[src/hdl/piqu_pkg.sv]
// constants for the processor identification query unit
// Contract
// - upper input half zero selects the standard function set
// - upper input half 8000h selects the extended function set
// - upper input half 8086h selects the vendor-specific function set
// - every query writes all four result registers
// - query runs at any privilege, completes only after earlier work drains
// - unsupported functions return zero in all four result registers
// - identification support flag toggles by software and keeps its value
// - unused default string characters are zero bytes
// - strings may fill their whole size with no terminator
// - vendor name functions return twelve characters in order EBX, EDX, ECX
// - long strings return sixteen characters per function in order EAX..EDX
// - serial number returned as upper-case hex text over EAX..EDX
// - default strings use only the shared graphic ASCII subset
// - standard function zero reports 3 with serial feature, else 1
package piqu_pkg;

	typedef enum logic [1:0] {
		PIQU_IDLE = 2'b00,
		PIQU_DRAIN = 2'b01
	} piqu_state_e;

	// function set selectors, upper half of the leaf
	localparam logic [15:0] SEL_STD = 16'h0000;
	localparam logic [15:0] SEL_EXT = 16'h8000;
	localparam logic [15:0] SEL_VND = 16'h8086;

	// function numbers, lower half of the leaf
	localparam logic [15:0] FN_MAX = 16'h0000;
	localparam logic [15:0] FN_SIGNATURE = 16'h0001;
	localparam logic [15:0] FN_SERIAL = 16'h0003;
	localparam logic [15:0] FN_NAME_FIRST = 16'h0002;
	localparam logic [15:0] FN_NAME_LAST = 16'h0004;
	localparam logic [15:0] FN_INFO_FIRST = 16'h0003;
	localparam logic [15:0] FN_INFO_LAST = 16'h0006;
	localparam logic [2:0] NAME_BASE = 3'h2;
	localparam logic [2:0] INFO_BASE = 3'h3;

	// highest function reported by each set
	localparam logic [31:0] STD_MAX_SERIAL = 32'h0000_0003;
	localparam logic [31:0] STD_MAX_PLAIN = 32'h0000_0001;
	localparam logic [31:0] EXT_MAX = 32'h8000_0004;
	localparam logic [31:0] VND_MAX = 32'h8086_0006;

	// vendor string after reset, fragments in EBX, EDX, ECX order
	localparam logic [31:0] VENDOR_EBX = 32'h756E_6547;
	localparam logic [31:0] VENDOR_EDX = 32'h5465_6E69;
	localparam logic [31:0] VENDOR_ECX = 32'h3638_784D;

	// signature function results
	localparam logic [31:0] SIG_EAX = 32'h0000_0543;
	localparam logic [31:0] SIG_EDX_SERIAL = 32'h0084_803F;
	localparam logic [31:0] SIG_EDX_PLAIN = 32'h0080_803F;

	// default processor name text, remaining words zero
	localparam logic [31:0] NAME_W0 = 32'h656E_6547;
	localparam logic [31:0] NAME_W1 = 32'h2063_6972;
	localparam logic [31:0] NAME_W2 = 32'h2036_3878;
	localparam logic [31:0] NAME_W3 = 32'h6572_6F63;
	// default information text, remaining words zero
	localparam logic [31:0] INFO_W0 = 32'h6976_6552;
	localparam logic [31:0] INFO_W1 = 32'h6E6F_6973;
	localparam logic [31:0] INFO_W2 = 32'h0000_3120;

	// hex text conversion offsets
	localparam logic [7:0] HEX_DIGIT_BASE = 8'h30;
	localparam logic [7:0] HEX_ALPHA_BASE = 8'h37;
	localparam logic [3:0] HEX_TEN = 4'hA;
	localparam logic [7:0] CHAR_ALPHA_HI = 8'h46;

	localparam logic [31:0] ZERO_WORD = 32'h0000_0000;

endpackage

[src/hdl/piqu_unit.sv]
// identification query unit: decodes a leaf and returns four result words
`timescale 1ns/1ps
`default_nettype none

module piqu_unit (
	input wire logic clk,
	input wire logic rst_b,
	input wire logic query_valid,
	input wire logic [31:0] query_leaf,
	input wire logic pipe_drained,
	input wire logic serial_number_feature,
	input wire logic [63:0] serial_number,
	input wire logic flag_wr,
	input wire logic flag_wdata,
	output logic ident_support_flag,
	output logic busy,
	output logic res_valid,
	output logic [31:0] res_eax,
	output logic [31:0] res_ebx,
	output logic [31:0] res_ecx,
	output logic [31:0] res_edx
);

	////////////////////////////////////////////////////////////////////////////
	// reset release

	logic rst_meta_b;
	logic rst_sync_b;

	always_ff @(posedge clk or negedge rst_b) begin
		if (!rst_b) begin
			rst_meta_b <= 1'b0;
			rst_sync_b <= 1'b0;
		end else begin
			rst_meta_b <= 1'b1;
			rst_sync_b <= rst_meta_b;
		end
	end

	////////////////////////////////////////////////////////////////////////////
	// string tables

	function automatic logic [31:0] name_word(input logic [3:0] idx);
		case (idx)
			4'h0: name_word = piqu_pkg::NAME_W0;
			4'h1: name_word = piqu_pkg::NAME_W1;
			4'h2: name_word = piqu_pkg::NAME_W2;
			// the name fills all sixteen characters, so no terminator follows
			4'h3: name_word = piqu_pkg::NAME_W3;
			default: name_word = piqu_pkg::ZERO_WORD;
		endcase
	endfunction

	function automatic logic [31:0] info_word(input logic [3:0] idx);
		case (idx)
			4'h0: info_word = piqu_pkg::INFO_W0;
			4'h1: info_word = piqu_pkg::INFO_W1;
			4'h2: info_word = piqu_pkg::INFO_W2;
			default: info_word = piqu_pkg::ZERO_WORD;
		endcase
	endfunction

	function automatic logic [7:0] hex_char(input logic [3:0] nib);
		if (nib < piqu_pkg::HEX_TEN) begin
			hex_char = piqu_pkg::HEX_DIGIT_BASE + {4'h0, nib};
		end else begin
			hex_char = piqu_pkg::HEX_ALPHA_BASE + {4'h0, nib};
		end
	endfunction

	////////////////////////////////////////////////////////////////////////////
	// sequencing

	piqu_pkg::piqu_state_e state;
	piqu_pkg::piqu_state_e next_state;
	logic [31:0] leaf;

	wire accept = (state == piqu_pkg::PIQU_IDLE) && query_valid;
	// results are held back until all earlier work has drained
	wire complete = (state == piqu_pkg::PIQU_DRAIN) && pipe_drained;

	always_comb begin
		case (state)
			piqu_pkg::PIQU_IDLE: next_state = query_valid ? piqu_pkg::PIQU_DRAIN : state;
			piqu_pkg::PIQU_DRAIN: next_state = pipe_drained ? piqu_pkg::PIQU_IDLE : state;
			default: next_state = piqu_pkg::PIQU_IDLE;
		endcase
	end

	always_ff @(posedge clk or negedge rst_sync_b) begin
		if (!rst_sync_b) begin
			state <= piqu_pkg::PIQU_IDLE;
			busy <= 1'b0;
		end else begin
			state <= next_state;
			busy <= (next_state != piqu_pkg::PIQU_IDLE);
		end
	end

	always_ff @(posedge clk or negedge rst_sync_b) begin
		if (!rst_sync_b) begin
			leaf <= piqu_pkg::ZERO_WORD;
		end else if (accept) begin
			leaf <= query_leaf;
		end
	end

	////////////////////////////////////////////////////////////////////////////
	// leaf decode

	wire [15:0] sel = leaf[31:16];
	wire [15:0] fn = leaf[15:0];
	wire is_std = (sel == piqu_pkg::SEL_STD);
	wire is_ext = (sel == piqu_pkg::SEL_EXT);
	wire is_vnd = (sel == piqu_pkg::SEL_VND);

	wire hit_std_max = is_std && (fn == piqu_pkg::FN_MAX);
	wire hit_sig = is_std && (fn == piqu_pkg::FN_SIGNATURE);
	// the serial function exists only while the feature is on
	wire hit_serial = is_std && (fn == piqu_pkg::FN_SERIAL) && serial_number_feature;
	wire hit_ext_max = is_ext && (fn == piqu_pkg::FN_MAX);
	wire hit_name = is_ext && (fn >= piqu_pkg::FN_NAME_FIRST) && (fn <= piqu_pkg::FN_NAME_LAST);
	wire hit_vnd_max = is_vnd && (fn == piqu_pkg::FN_MAX);
	wire hit_info = is_vnd && (fn >= piqu_pkg::FN_INFO_FIRST) && (fn <= piqu_pkg::FN_INFO_LAST);
	wire hit_vendor = hit_std_max || hit_ext_max || hit_vnd_max;
	wire hit_long = hit_name || hit_info;

	wire [1:0] name_slot = 2'(fn[2:0] - piqu_pkg::NAME_BASE);
	wire [1:0] info_slot = 2'(fn[2:0] - piqu_pkg::INFO_BASE);

	////////////////////////////////////////////////////////////////////////////
	// string assembly

	// serial text: most significant digit is the first character
	logic [127:0] serial_text;
	genvar gi;
	generate
		for (gi = 0; gi < 16; gi++) begin : g_hex
			assign serial_text[gi*8 +: 8] = hex_char(serial_number[63 - gi*4 -: 4]);
		end
	endgenerate

	// sixteen characters per function, first fragment in EAX
	logic [31:0] long_w [4];
	generate
		for (gi = 0; gi < 4; gi++) begin : g_long
			assign long_w[gi] = hit_name ? name_word({name_slot, 2'(gi)}) :
				info_word({info_slot, 2'(gi)});
		end
	endgenerate

	wire [31:0] max_word = hit_std_max ? (serial_number_feature ? piqu_pkg::STD_MAX_SERIAL :
		piqu_pkg::STD_MAX_PLAIN) :
		hit_ext_max ? piqu_pkg::EXT_MAX : piqu_pkg::VND_MAX;

	// unlisted leaves fall through to zero in every register
	wire [31:0] next_eax = hit_vendor ? max_word :
		hit_sig ? piqu_pkg::SIG_EAX :
		hit_serial ? serial_text[31:0] :
		hit_long ? long_w[0] : piqu_pkg::ZERO_WORD;
	wire [31:0] next_ebx = hit_vendor ? piqu_pkg::VENDOR_EBX :
		hit_serial ? serial_text[63:32] :
		hit_long ? long_w[1] : piqu_pkg::ZERO_WORD;
	wire [31:0] next_ecx = hit_vendor ? piqu_pkg::VENDOR_ECX :
		hit_serial ? serial_text[95:64] :
		hit_long ? long_w[2] : piqu_pkg::ZERO_WORD;
	wire [31:0] next_edx = hit_vendor ? piqu_pkg::VENDOR_EDX :
		hit_sig ? (serial_number_feature ? piqu_pkg::SIG_EDX_SERIAL :
		piqu_pkg::SIG_EDX_PLAIN) :
		hit_serial ? serial_text[127:96] :
		hit_long ? long_w[3] : piqu_pkg::ZERO_WORD;

	////////////////////////////////////////////////////////////////////////////
	// result registers

	// one enable for all four words so no partial result is ever visible
	always_ff @(posedge clk or negedge rst_sync_b) begin
		if (!rst_sync_b) begin
			res_eax <= piqu_pkg::ZERO_WORD;
			res_ebx <= piqu_pkg::ZERO_WORD;
			res_ecx <= piqu_pkg::ZERO_WORD;
			res_edx <= piqu_pkg::ZERO_WORD;
		end else if (complete) begin
			res_eax <= next_eax;
			res_ebx <= next_ebx;
			res_ecx <= next_ecx;
			res_edx <= next_edx;
		end
	end

	always_ff @(posedge clk or negedge rst_sync_b) begin
		if (!rst_sync_b) begin
			res_valid <= 1'b0;
		end else begin
			res_valid <= complete;
		end
	end

	////////////////////////////////////////////////////////////////////////////
	// identification support flag

	// plain read/write bit; software detects the query by flipping it
	always_ff @(posedge clk or negedge rst_sync_b) begin
		if (!rst_sync_b) begin
			ident_support_flag <= 1'b0;
		end else if (flag_wr) begin
			ident_support_flag <= flag_wdata;
		end
	end
endmodule

`default_nettype wire

[config.mk]
export PLATFORM = sky130hd
export DESIGN_NAME = piqu_unit
export DESIGN_NICKNAME = d
export VERILOG_FILES = /design/src/hdl/piqu_pkg.sv /design/src/hdl/piqu_unit.sv
export SDC_FILE = /design/constraint.sdc
export NUM_CORES = 1
export LEC_CHECK = 0
export BUFFER_PORTS_ARGS = -buffer_cell sky130_fd_sc_hd__buf_2
export CAP_MARGIN = 5
export CORE_ASPECT_RATIO = 1.5
export CORE_MARGIN = 2
export CORE_UTILIZATION = 47
export CTS_CLUSTER_DIAMETER = 60
export DETAILED_ROUTE_END_ITERATION = 6
export GPL_ROUTABILITY_DRIVEN = 0
export PLACE_DENSITY = 0.86
export RECOVER_POWER = 50
export SLEW_MARGIN = 10
export SYNTH_ARGS = -nofsm -noshare
export SYNTH_HDL_FRONTEND = slang
export SYNTH_SLANG_ARGS = --single-unit
[constraint.sdc]
create_clock -name clk -period 4.3 [get_ports clk]
set_clock_uncertainty 0.05 [all_clocks]
set_input_delay 0.645 -clock clk [delete_from_list [all_inputs] [get_ports clk]]
set_output_delay 0.645 -clock clk [all_outputs]
set_load 0.03 [all_outputs]
==> metrics.txt <==
Fillers between 1000 and 1500; area occupied by multi-input gates between 3000 and 4000 um^2; critical path fanouts, max 22; # port buffers between 200 and 250; vias post-DR between 6000 and 7000; Met3 Wirelength 1.388 mm; crit path DAT roughly 3600 ps; ys flop type dfrtp_1; FF+latch count, synth 154; Post-CTS Setup Inserts 0; Critical Path RT between 4000 and 5000 ps; Setup CP Type flip-flop to flip-flop; crit path time final 3353 ps; top cells by area, synth dfrtp_1 (50%), a21oi_1 (5.4%), mux2_2 (4.6%); post-CTS sizing 0; gr usage total between 20% and 30%; Setup Slack @ Placement between 900 and 1000 ps; combinational family with the most area after synthesis compound AO/OA/AOI/OAI gates; fmax slightly below 300 MHz; grt total ovfl 0; Avg Cell Area, Syn 9.587 um^2; mux cell area share after synthesis 4.557%; Ys Warns 0; WL final 22.34 mm; drt pass-1 iters 5; crit path launch type flip-flop; final hold vios 0; initial drt markers between 600 and 700; simple-gate share of the synthesized area about 17%; Synth top area share just over 50%; area overhead of the layout relative to synthesis 24.18%; met1 wire length between 8 and 9 mm; Die Wd about 110 um; maximum root-to-sink buffer count 2; io pins approximately 230; Num Clock Sinks ~150; max cap viols 2; Layout Nets about 1100; post-synth top area cell dfrtp_1; pwr dens around 460 nW/um^2; TritonCTS clock tree done; Die Ht ~160 um; setup tns final 0 ps; layout cells sized above 1 23.56%; Rel. slew slack -111.5%; Clk Tree Root Cell clkbuf_16; Post-Synth Adder-Cell Area under 10%; Hold WC Path Type flip-flop to flip-flop; ANT nets after route 0; Synth cell types 66; RSZ-0062 raised after global routing no; Mapped Area about 7700 um^2; Post-synth top cells dfrtp_1 (154), nand2_1 (89), nor2_1 (88); max-slew violation count between 100 and 150; Power Total 4.369 mW; number of remaining DRC errors 0; Post-synth EDFFs 0; clock slew at reported path FFs about 70 ps; Synth Area in Compound Gates 18.47%; total CTS buffers 17; failing checks max-capacitance violations, max-slew violations; worst-margin pin slew around 3200 ps; vias per std cell around 5.6; core area approximately 16000 um^2; # hold bufs at CTS 1; CP endpoint kind flip-flop; # H-tree levels 4; Rows 57; Die ar. between 15000 and 20000 um^2; first-pass GRT wire length between 30 and 40 mm; peak supply drop roughly 250 uV; met2 WL 11.18 mm; vias in the first global route about 6700; Post-synth ARST share 100.0%; hpwl dp between 15 and 20 mm; clk_lat worst skew between 400 and 500 ps; most numerous cell in the Yosys netlist dfrtp_1; Wirelength per Cell between 15 and 20 um; uppermost layer routed met4; Initial Utilization a little under half; post-synthesis cell count between 700 and 800; final period utilization between 70 and 80%; status finished, violations left; pin count of the biggest net entering global routing between 70 and 80; initial antenna violation count 1; register area 3854 um^2; sequential fraction of the synthesis area 50.31%; number of setup violations in the final report 0; XOR/XNOR Fraction of Synth Area 1.944%; static leakage around 4.4 nW; Final Worst Setup Slack 947.2 ps
report_power, final:
part	internal, mW	switching (mW)	total, mW
clock network	1.13	0.625	1.75
logic	0.274	0.561	0.835
registers	1.63	0.153	1.78
total	3.03	1.34	4.37
cell type report:
cell class | count | area share, %
flip-flops and latches | 154 | 40.52
well taps | 206 | 2.710
clock inverters | 13 | 2.499
diodes | 1 | 0.02631
inverters | 43 | 1.697
multi-input cells | 566 | 36.32
repair buffers | 232 | 11.47
clock buffers | 19 | 4.762
worst max-delay path, stage by stage, from the launching register on:
cell     delay, ps
dfrtp_1        490
and4_1         250
nor2_1         280
o41a_1         900
nand2_1        760
o41ai_1        490
metrics by stage:
stage / utilization [%] / std cells / instance area (um^2) / hold WS [ps]
5_1_grt: 59.27 / 1234 / 9512 / 318.4
3_3_place_gp: 55.54 / 1200 / 8912 / 289.9
6_report: 59.27 / 1234 / 9512 / 308.8
3_5_place_dp: 55.54 / 1200 / 8912 / 288.6
2_1_floorplan: - / 811 / 7706 / 281.1
4_1_cts: 59.91 / 1233 / 9613 / 310.1
worst paths after layout:
check,to,from,slack [ps],depth (start not counted)
hold / removal,rst_sync_b,rst_meta_b,310,0
setup reg to reg,res_eax[3],leaf[31],950,5
max in group asynchronous,res_edx[6],rst_sync_b,1080,0
setup / recovery,res_eax[3],leaf[31],950,5
hold reg to reg,rst_sync_b,rst_meta_b,310,0
min in group asynchronous,rst_meta_b,rst_b,490,2
state kept, by name, indices dropped and copies added, names as in the netlist:
name / cells
state: 2
res_edx: 29
rst_meta_b: 1
ident_support_flag: 1
res_ecx: 28
leaf: 32
res_valid: 1
res_ebx: 28
res_eax: 30
rst_sync_b: 1
busy: 1
per-layer routing:
metal / global-route usage [%] / vias up
li1: - / 3194
met1: 32.00 / 3345
met2: 42.85 / 290
met3: 5.154 / 65
met4: 13.87 / 0
met5: 0 / -
placed cells by master (no fill, tap or decap), drive strengths merged, types with 3 or more instances in the layout:
cell type and instances:
ha 16, o21a 4, nor4 10, mux2 31, or2 4, o41ai 4
nor2b 8, a21boi 3, bufinv 6, nor3 17, nor4b 4, inv 45
a22o 12, nand2 90, clkbuf 97, nand4 4, conb 14, clkinv 3
o22a 9, nand3 10, o31ai 3, nor2 89, or3 4, buf 153
a21oi 83, xnor2 17, nand2b 6, dfrtp 154, a31oi 6, o21ai 88
cell families (layout without fill, tap and decap cells):
logic type / Yosys count / after routing
AOI/OAI and AO/OA: 233 / 233
xor gates and xnor gates: 17 / 17
adders and majority gates: 16 / 16
buffers and inverters: 91 / 307
DFF: 154 / 154
muxes: 31 / 31
other: 2 / 15
and+or+nand+nor: 255 / 255
Note: power is estimated with default switching activity, not from simulation.
